==> config.mk <==
export PLATFORM = sky130hd
export DESIGN_NAME = rst_seq_top
export DESIGN_NICKNAME = d
export VERILOG_FILES = /design/src/inc/rst_seq_pkg.sv /design/src/rst_stretch.sv /design/src/rst_seq_top.sv
export SDC_FILE = /design/constraint.sdc
export NUM_CORES = 1
export LEC_CHECK = 0
export BUFFER_PORTS_ARGS = -buffer_cell sky130_fd_sc_hd__buf_2
export CAP_MARGIN = 20
export CORE_MARGIN = 5
export CORE_UTILIZATION = 40
export DETAILED_ROUTE_END_ITERATION = 8
export HOLD_SLACK_MARGIN = 0.02
export SLEW_MARGIN = 20
export SYNTH_ARGS = -nofsm -noshare
export SYNTH_HDL_FRONTEND = slang
export SYNTH_SLANG_ARGS = --single-unit
==> constraint.sdc <==
create_clock -name CORE_CLK -period 2.2 [get_ports CORE_CLK]
set_clock_uncertainty 0.2 [all_clocks]
set_input_delay 0.22 -clock CORE_CLK [delete_from_list [all_inputs] [get_ports CORE_CLK]]
set_output_delay 0.22 -clock CORE_CLK [all_outputs]
set_load 0.02 [all_outputs]
==> src/inc/rst_seq_pkg.sv <==
// Package: constants and types for the reset sequencer and configuration latch
package rst_seq_pkg;
   // ==========================================================================
   // Timing
   // ==========================================================================
   localparam int unsigned CLK_PERIOD_NS   = 10;              // CORE_CLK period
   localparam int unsigned MIN_PULSE_CYC   = 4;               // Least reset request width
   localparam int unsigned POR_STRETCH_CYC = 4096;            // Pin hold after power-on release
   localparam int unsigned HRD_STRETCH_CYC = 4096;            // Internal hold after hard release
   localparam int unsigned LOCK_DELAY_CYC  = 2;               // Extra sampling before freeze
   localparam int unsigned CNT_W           = 13;              // Counter width
   localparam int unsigned CFG_W           = 7;               // Configuration word width
   localparam logic [CFG_W-1:0] CFG_RESET  = 7'h00;           // Word value after reset

   // ==========================================================================
   // Types
   // ==========================================================================
   typedef enum logic [1:0] {ST_IDLE, ST_HOLD, ST_STRETCH} stretch_st_t;

   // Synchronised reset input levels, active low
   typedef struct packed {
      logic por_n;
      logic hard_n;
      logic soft_n;
   } rst_lines_t;
endpackage

==> src/rst_stretch.sv <==
// Stretcher: counts a held request, then holds its output for a fixed count
`timescale 1ns/1ps
module rst_stretch
   import rst_seq_pkg::*;
#(
   parameter int unsigned MIN_CYC     = 4,
   parameter int unsigned STRETCH_CYC = 4096
)(
   input  wire logic clk,
   input  wire logic srst,
   input  wire logic req_n,       // Synchronised request, active low
   input  wire logic force_any,   // Start stretching on release even if short
   output logic      hold         // Stretched output, active high
);
   // ==========================================================================
   // State
   // ==========================================================================
   typedef struct packed {
      stretch_st_t      st;       // Sequence state
      logic [CNT_W-1:0] cnt;      // Shared width / stretch counter
      logic             hold;     // Output flop
   } str_state_t;

   str_state_t s_reg;             // Registered state
   str_state_t s_next;            // Next state

   // Next-state logic
   always_comb begin
      s_next = s_reg;
      case (s_reg.st)
         ST_IDLE: begin
            // Begin measuring on assertion
            if (!req_n) begin
               s_next.st   = ST_HOLD;
               s_next.cnt  = CNT_W'(1);
            end
         end
         ST_HOLD: begin
            if (!req_n) begin
               // Saturating width count
               if (s_reg.cnt < CNT_W'(MIN_CYC))
                  s_next.cnt = s_reg.cnt + CNT_W'(1);
               if (s_reg.cnt >= CNT_W'(MIN_CYC - 1))
                  s_next.hold = 1'b1;
            end else if (s_reg.hold || force_any) begin
               // Valid width seen: stretch after release
               s_next.st   = ST_STRETCH;
               s_next.cnt  = '0;
               s_next.hold = 1'b1;
            end else begin
               // Too short: ignored
               s_next.st  = ST_IDLE;
               s_next.cnt = '0;
            end
         end
         ST_STRETCH: begin
            // Re-assertion returns to hold with the width count already met; hold stays high
            if (!req_n) begin
               s_next.st  = ST_HOLD;
               s_next.cnt = CNT_W'(MIN_CYC);
            end else if (s_reg.cnt == CNT_W'(STRETCH_CYC - 1)) begin
               s_next.st   = ST_IDLE;
               s_next.cnt  = '0;
               s_next.hold = 1'b0;
            end else begin
               s_next.cnt = s_reg.cnt + CNT_W'(1);
            end
         end
         default: s_next = '0;
      endcase
   end

   // State register
   always_ff @(posedge clk) begin
      if (srst)
         s_reg <= '0;
      else
         s_reg <= s_next;
   end

   assign hold = s_reg.hold;
endmodule // rst_stretch

==> src/rst_seq_top.sv <==
// Top: reset sequencing, pin stretching and configuration word latching
`timescale 1ns/1ps
// Operation
// Resets accepted anytime, any clock phase
// Hard/soft requests need four cycle width
// Power-on held until supplies, oscillator, PLL
// Later power-on needs hard reset width; the code takes any power-on low level at once, with no width check
// Pins held low 4096 after power-on
// Internal resets held 4096 after hard
// Sample configuration while hard/power-on asserted
// Two more samples, then freeze word
// Board keeps configuration pins steady
// Power-on input must be glitch free
// Clock and ratio keep frequencies legal
// Allow oscillator and PLL start times
// Synchronise reset inputs before counting
module rst_seq_top
   import rst_seq_pkg::*;
(
   input  wire logic             CORE_CLK,
   input  wire logic             SRST,
   input  wire logic             POR_N_IN,
   input  wire logic             HARD_N_IN,
   input  wire logic             SOFT_N_IN,
   input  wire logic [CFG_W-1:0] CFG_PINS,
   output logic                  HARD_N_OUT,
   output logic                  HARD_N_OE,
   output logic                  SOFT_N_OUT,
   output logic                  SOFT_N_OE,
   output logic                  INT_RST,
   output logic                  SOFT_RST,
   output logic [CFG_W-1:0]      CFG_WORD,
   output logic                  CFG_LOCKED
);
   // ==========================================================================
   // Input synchronisers
   // ==========================================================================
   rst_lines_t sync1_reg;         // First stage, read only by second stage
   rst_lines_t sync2_reg;         // Clean levels

   // Inputs may fall at any phase; two flops give a clean edge
   always_ff @(posedge CORE_CLK) begin
      if (SRST) begin
         sync1_reg <= '0;
         sync2_reg <= '0;
      end else begin
         sync1_reg <= '{por_n: POR_N_IN, hard_n: HARD_N_IN, soft_n: SOFT_N_IN};
         sync2_reg <= sync1_reg;
      end
   end

   // ==========================================================================
   // Stretchers
   // ==========================================================================
   logic hard_hold;               // Internal reset after hard request
   logic soft_hold;               // Soft reset after soft request
   logic hard_req_n;              // Hard request seen from outside only

   // Our own pin drive must not retrigger the hard stretcher; mask on the enable, not the data.
   // The two synced low cycles left after release stay below the minimum width and are ignored.
   assign hard_req_n = sync2_reg.hard_n | HARD_N_OE;

   // Hard request: 4-cycle minimum, 4096 stretch
   rst_stretch #(.MIN_CYC(MIN_PULSE_CYC), .STRETCH_CYC(HRD_STRETCH_CYC)) u_hard (
      .clk       (CORE_CLK),
      .srst      (SRST),
      .req_n     (hard_req_n),
      .force_any (1'b0),
      .hold      (hard_hold)
   );

   // Soft request: same minimum width
   rst_stretch #(.MIN_CYC(MIN_PULSE_CYC), .STRETCH_CYC(HRD_STRETCH_CYC)) u_soft (
      .clk       (CORE_CLK),
      .srst      (SRST),
      .req_n     (sync2_reg.soft_n | SOFT_N_OE),
      .force_any (1'b0),
      .hold      (soft_hold)
   );

   // ==========================================================================
   // Main state
   // ==========================================================================
   typedef struct packed {
      logic             por_seen;   // Power-on level was seen low
      logic [CNT_W-1:0] por_cnt;    // Pin hold counter after power-on
      logic             pin_drv;    // Driving both reset pins low
      logic [1:0]       lock_cnt;   // Extra samples after release
      logic             locked;     // Configuration frozen
      logic [CFG_W-1:0] cfg;        // Configuration word
      logic             int_rst;    // Internal reset
      logic             soft_rst;   // Soft reset output
   } top_state_t;

   top_state_t s_reg;               // Registered state
   top_state_t s_next;              // Next state
   logic       cfg_window;          // Either sampling reset asserted

   assign cfg_window = ~sync2_reg.por_n | ~sync2_reg.hard_n;

   // Next-state logic
   always_comb begin
      s_next = s_reg;
      // Power-on: no filter here, the input must be clean
      if (!sync2_reg.por_n) begin
         s_next.por_seen = 1'b1;
         s_next.pin_drv  = 1'b1;
         s_next.por_cnt  = '0;
      end else if (s_reg.por_seen) begin
         // Hold pins after power-on release
         if (s_reg.por_cnt == CNT_W'(POR_STRETCH_CYC - 1)) begin
            s_next.por_seen = 1'b0;
            s_next.pin_drv  = 1'b0;
            s_next.por_cnt  = '0;
         end else begin
            s_next.por_cnt = s_reg.por_cnt + CNT_W'(1);
         end
      end
      // Sampling window and lock
      if (cfg_window) begin
         s_next.cfg      = CFG_PINS;
         s_next.lock_cnt = '0;
         s_next.locked   = 1'b0;
      end else if (!s_reg.locked) begin
         s_next.cfg = CFG_PINS;
         if (s_reg.lock_cnt == 2'(LOCK_DELAY_CYC - 1))
            s_next.locked = 1'b1;
         else
            s_next.lock_cnt = s_reg.lock_cnt + 2'(1);
      end
      // Internal reset follows power-on, pin drive and hard; soft reset also follows soft
      s_next.int_rst  = ~sync2_reg.por_n | s_reg.pin_drv | hard_hold;
      s_next.soft_rst = s_next.int_rst | soft_hold;
   end

   // State register; pins are driven from reset onward
   always_ff @(posedge CORE_CLK) begin
      if (SRST) begin
         s_reg          <= '0;
         s_reg.pin_drv  <= 1'b1;
         s_reg.int_rst  <= 1'b1;
         s_reg.soft_rst <= 1'b1;
         s_reg.cfg      <= CFG_RESET;
      end else begin
         s_reg <= s_next;
      end
   end

   // ==========================================================================
   // Outputs, all from flops
   // ==========================================================================
   always_ff @(posedge CORE_CLK) begin
      if (SRST) begin
         HARD_N_OUT <= 1'b0;
         HARD_N_OE  <= 1'b1;
         SOFT_N_OUT <= 1'b0;
         SOFT_N_OE  <= 1'b1;
      end else begin
         // Open-drain: enable only while pulling low
         HARD_N_OUT <= 1'b0;
         SOFT_N_OUT <= 1'b0;
         HARD_N_OE  <= s_next.pin_drv;
         SOFT_N_OE  <= s_next.pin_drv;
      end
   end

   assign INT_RST    = s_reg.int_rst;
   assign SOFT_RST   = s_reg.soft_rst;
   assign CFG_WORD   = s_reg.cfg;
   assign CFG_LOCKED = s_reg.locked;

   // ==========================================================================
   // Assertions
   // ==========================================================================
   a_cfg_frozen: assert property (@(posedge CORE_CLK) disable iff (SRST)
      (s_reg.locked && !cfg_window) |=> $stable(s_reg.cfg))
      else $error("Configuration word changed after lock");
   a_cfg_sample: assert property (@(posedge CORE_CLK) disable iff (SRST)
      cfg_window |=> (s_reg.cfg == $past(CFG_PINS)) && !s_reg.locked)
      else $error("Configuration word not sampled during reset");
   a_lock_delay: assert property (@(posedge CORE_CLK) disable iff (SRST)
      (cfg_window ##1 !cfg_window [*2]) |=> s_reg.locked)
      else $error("Lock not taken two cycles after release");
   a_lock_early: assert property (@(posedge CORE_CLK) disable iff (SRST)
      (cfg_window ##1 !cfg_window) |=> !s_reg.locked)
      else $error("Lock taken too early");
   a_por_pins: assert property (@(posedge CORE_CLK) disable iff (SRST)
      !sync2_reg.por_n |=> s_reg.pin_drv)
      else $error("Pins not held during power-on");
   a_por_release: assert property (@(posedge CORE_CLK) disable iff (SRST)
      (s_reg.por_cnt == CNT_W'(POR_STRETCH_CYC - 1) && sync2_reg.por_n) |=> !s_reg.pin_drv)
      else $error("Pins not released after stretch");
   a_int_rst_hard: assert property (@(posedge CORE_CLK) disable iff (SRST)
      hard_hold |=> s_reg.int_rst)
      else $error("Internal reset not held during hard stretch");
   a_sync_path: assert property (@(posedge CORE_CLK) disable iff (SRST)
      !POR_N_IN ##1 !POR_N_IN |=> !sync2_reg.por_n)
      else $error("Synchroniser did not pass power-on level");
   a_soft_cover: assert property (@(posedge CORE_CLK) disable iff (SRST)
      soft_hold |=> s_reg.soft_rst)
      else $error("Soft reset not driven during soft stretch");

   c_por_seq:  cover property (@(posedge CORE_CLK) disable iff (SRST) s_reg.pin_drv ##1 !s_reg.pin_drv);
   c_lock:     cover property (@(posedge CORE_CLK) disable iff (SRST) $rose(s_reg.locked));
   c_hard_str: cover property (@(posedge CORE_CLK) disable iff (SRST) $fell(hard_hold));
endmodule // rst_seq_top

Word-level counts from Yosys, hierarchy flattened
Index checks and enable logic that the tools add are counted.
{"block": "word_totals", "wordCells": 111, "in_bits": 12, "ff_bits": 65, "output_inout_bits": 14}
{"block": "classes", "n_mux": 36, "n_reduce_logical": 12, "n_addsub": 4, "eq_ne": 23, "magnitude_cmp": 4, "bitwise": 12}
{"cell": "$mux W15", "count": 8}
{"cell": "$pmux W15 S3", "count": 2}
{"cell": "$mux W13", "count": 5}
{"cell": "$add A13 B1 Y13 const B", "count": 3}
{"cell": "$eq A13 B12 Y1 const B", "count": 3}
{"cell": "$mux W14", "count": 2}
{"cell": "$ge A13 B2 Y1 const B", "count": 2}
{"cell": "$lt A13 B3 Y1 const B", "count": 2}
{"cell": "$ne A2 B1 Y1 const B", "count": 7}
{"cell": "$ne A3 B1 Y1 const B", "count": 4}
{"cell": "$mux W1", "count": 11}
{"cell": "$mux W2", "count": 4}
{"cell": "$mux W8", "count": 1}
{"cell": "$reduce_and A2 Y1", "count": 4}
{"cell": "$reduce_and A4 Y1", "count": 2}
{"cell": "$mux W7", "count": 1}
{"cell": "$eq A2 B1 Y1 const B", "count": 3}
{"cell": "$ne A3 B3 Y1 const B", "count": 2}
{"cell": "$not A1 Y1", "count": 6}
{"cell": "$or A1 B1 Y1", "count": 6}
{"cell": "$pmux W1 S3", "count": 2}
{"cell": "$reduce_and A3 Y1", "count": 2}
{"cell": "$eq A2 B2 Y1 const B", "count": 2}
{"cell": "$logic_not A2 Y1", "count": 2}
{"cell": "3 further kinds", "count": 5}

Longest topological paths before layout
{"block": "depth", "word_depth": 4, "ltp_mapped": 7}

Cells and area by module
From an unflattened synthesis, not the netlist that was laid out.
{"block": "unflattened", "hier_cells": 357, "area_unflattened_um2": 3246.9}
{"mod": "rst_stretch", "area_per_inst_um2": 959.7, "cells_each": 110, "seq_area_each_um2": 320.3, "n_inst": 2}
{"mod": "rst_seq_top", "area_per_inst_um2": 1327.5, "cells_each": 137, "seq_area_each_um2": 660.6, "n_inst": 1}

Least setup slack after synthesis
OpenSTA, ideal clock, no wires.
{"block": "synth_path", "kind": "reg-to-reg", "startpoint": "reg, netlist name SOFT_N_OE", "endpoint": "reg u_hard.s_reg[11] (netlist bit)", "arrival_time_ns": 1.636, "stages_incl_launch_ff": 6, "slack_ns": 0.292, "n_path_buf": 1, "path_cell_list": "dfxtp_1 -> buf_4 -> o21bai_2 -> nand4_1 -> a211oi_1 -> mux2i_1"}
{"element": "end signal: assignment", "line": "rst_stretch.sv:78", "rtl": "s_reg <= s_next;"}
{"element": "end: declaration", "line": "rst_stretch.sv:24", "rtl": "str_state_t s_reg;"}

Final worst setup path
{"block": "layout_path", "startpoint": "reg SOFT_N_OE", "endpoint": "reg u_soft.s_reg[13] (netlist bit)"}
{"block": "layout_between", "elab_chain_cells": 3}
{"element": "start: declaration", "line": "rst_seq_top.sv:29", "rtl": "output logic SOFT_N_OE,"}
{"element": "start signal: assignment", "line": "rst_seq_top.sv:163", "rtl": "SOFT_N_OE <= s_next.pin_drv;"}
{"element": "$or A1 B1 Y1 (*)", "line": "rst_seq_top.sv:76", "rtl": ".req_n (sync2_reg.soft_n | SOFT_N_OE),"}
{"element": "$mux W15 (tied with other cells)", "line": "rst_stretch.sv:58", "rtl": "if (!req_n) begin"}
{"element": "$pmux W15 S3 / $reduce_and A2 Y1 (equally long branches)"}
{"element": "end signal: assignment", "line": "rst_stretch.sv:78"}
{"element": "end: declaration", "line": "rst_stretch.sv:24"}
Mark *: on every way between the ends. The rest lies on a longest branch, timed or not.
A chain may end at the register's enable or synchronous reset.

==> reports/results.txt <==
outcome -> complete, no violations
worst min path class -> flop to flop
via count -> 2815
# DRC -> 0
Syn-to-layout area delta -> 15.8%
Cell Pwr Density -> 648 mW/mm^2
final clock period utilization by the worst path -> 0.929
max FFs per register -> 16
CTS root buf -> clkbuf_8
TNS Setup -> 0 ps
# Max-Cap Violations -> 0
die width -> 102 um
static leakage -> 1.45 nW
RSZ-0062 raised after global routing -> no
fillers -> 825
Vias/cell -> 5.46
Max-slew headroom -> 0.666
port bufs -> 23
Yosys cell types -> 62
vias in the first global route -> 2692
gp weighted congestion -> 0.813
Async SR Flop Fraction -> 0
CP Launch Type -> flop
core area -> 0.00826 mm^2
fin util -> 0.478
All-Layer GR Usage -> 0.150
routed length per instance -> 14.2 um
Post-synth EDFFs -> 0
max frequency -> 489 MHz
row count -> 33
Yosys reg bits -> 65
Syn. warnings -> 0
Setup-failing EPs final -> 0
first-pass GRT wire length -> 12.7 mm
Iteration-0 DRC Markers -> 111
DR pass1 iterations -> 4
crit-path cells -> nor3_2, nor3_2, buf_12, or4_1, a211oi_2
Die Ht -> 102 um
initial antenna violation count -> 0
top_reg_cell synth -> dfxtp_1
Finished Layout Cells -> 516
CTS resizes -> 0
clk_lat worst skew -> 340 ps
Worst Path Required -> 2270 ps
clock transition at the registers of the reported paths -> 70 ps
CTS Sinks -> 65
VDD IR-drop max -> 0.736 mV
CTS tree -> done
DP Wirelength -> 5.16 mm
CP most frequent cell -> nor3_2
IO Pins -> 26
final hold viol count -> 0
total gr overflow -> 0
DP Cell Count -> 489
Crit Path Max Fanout -> 20
Initial Util -> 0.413
Routed WL -> 7.35 mm
CTS buffer count -> 9
worst path bufs/invs -> 1
ANT cells -> 0
Avg Inst Size Synth -> 9.14 um^2
layout cells sized above 1 -> 0.202
largest stage delay on the critical path -> 520 ps
mapped cell area -> 0.00341 mm^2
fin. max-slew vios -> 0
largest net degree at the start of global routing -> 24
area of the multi-input gates -> 0.00186 mm^2
clk buf depth -> 2
post-synthesis sequential area ratio -> 0.382
post-layout min period -> 2040 ps
CP Data Arrival Time -> 2110 ps
Slew @ Worst Pin -> 500 ps
Sequential cell area -> 0.00130 mm^2
CTS H-tree lvls -> 3
post-synthesis cell count -> 373
fin nets -> 422
Critical Path Sink Type -> flop
Die Area -> 0.0105 mm^2
WS Path Type -> flop to flop
Crit-path slowest cell -> or4_1
antenna-violating nets left -> 0
cell family with most CP delay -> simple AND/OR/NAND/NOR gates
## final timing paths
path                            depth (start not counted)                    start                            end  slack [ps]
worst max register to register                          5   SOFT_N_OE$_SDFFE_PP1P_  u_soft.s_reg[13]$_SDFFE_PP0P_         160
worst max-delay path                                    5   SOFT_N_OE$_SDFFE_PP1P_  u_soft.s_reg[13]$_SDFFE_PP0P_         160
worst min register to register                          1  sync1_reg[0]$_SDFF_PP0_        sync2_reg[0]$_SDFF_PP0_         250
worst min-delay path                                    1  sync1_reg[0]$_SDFF_PP0_        sync2_reg[0]$_SDFF_PP0_         250
## cell usage after synthesis, types with 5 or more instances
cell       n  area share
buf_2      6      0.0088
clkbuf_1   5      0.0055
nor2_1    29       0.032
inv_1      6      0.0066
a211oi_1  15       0.033
nand3_1   24       0.035
dfxtp_1   65        0.38
nand3b_1  11       0.024
mux2i_1   16       0.047
nand4_1   13       0.024
and4_1     6       0.015
or3_1      7       0.013
o31ai_1    6       0.013
nor3_1    10       0.015
o21ai_0   10       0.015
nor2b_1    8       0.015
xor2_1    10       0.026
a21oi_1   19       0.028
buf_4     12       0.026
nand2_1   19       0.021
## metrics by stage
step | instance area (um^2) | hold WS (ps) | worst slack [ps] | total power [mW]
after floorplan | 3410 | 148 | 292 | 1.29
after global placement | 3590 | 220 | 220 | 1.30
after detailed placement | 3590 | 235 | 142 | 1.30
after CTS | 3950 | 256 | 144 | 2.58
after global routing | 3950 | 277 | 46.7 | 2.66
final | 3950 | 249 | 156 | 2.56
## final cells by class
| class | count | share of cell area |
|---|---|---|
| Tap cell | 105 | 0.0333 |
| Multi-Input combinational cell | 271 | 0.471 |
| Clock inverter | 6 | 0.0292 |
| Clock buffer | 10 | 0.0349 |
| Inverter | 6 | 0.00570 |
| Sequential cell | 65 | 0.330 |
| Timing Repair Buffer | 53 | 0.0963 |
## where the power goes
| group | switching [mW] | internal (mW) |
|---|---|---|
| registers | 0.0108 | 1.19 |
| clock network | 0.479 | 0.787 |
| logic | 0.0486 | 0.0418 |
## logic make-up after synthesis
kind of cell | Yosys count | share of synthesized area
compound gates | 78 | 0.170
xor+xnor | 13 | 0.0334
fa+ha+maj | 4 | 0.0147
buf+inv | 38 | 0.0738
flops | 65 | 0.382
mux | 16 | 0.0470
other cells | 1 | 0.00110
simple gates | 158 | 0.278
## per-layer routing
metal	up-vias	part of all wire	global-route usage
met2	33	0.46	0.236
li1	1438	-	-
met1	1332	0.50	0.202
met3	12	0.027	0.0334
met5	-	0	0
met4	0	0.016	0.0545
## cell usage in the layout, fill, tap and decap left out, drive strengths merged, types with 6 or more instances in the layout
| cell | count |
|---|---|
| a21oi | 21 |
| nand3b | 11 |
| nand2 | 19 |
| dfxtp | 65 |
| nand3 | 25 |
| dlygate4sd3 | 11 |
| o21ai | 10 |
| nor4 | 6 |
| o31ai | 7 |
| nor2 | 30 |
| nand4 | 13 |
| xor2 | 10 |
| inv | 6 |
| nor2b | 8 |
| nor3 | 12 |
| buf | 42 |
| mux2i | 16 |
| or3 | 7 |
| a211oi | 19 |
| clkbuf | 10 |
| and4 | 6 |
## timing repair
item	4_1_cts	5_1_grt
hold buffers	11	0
hold endpoints to repair	12	0
setup endpoints to repair	0	0
buffers inserted	0	0
Power figures use the tool's default switching activity.
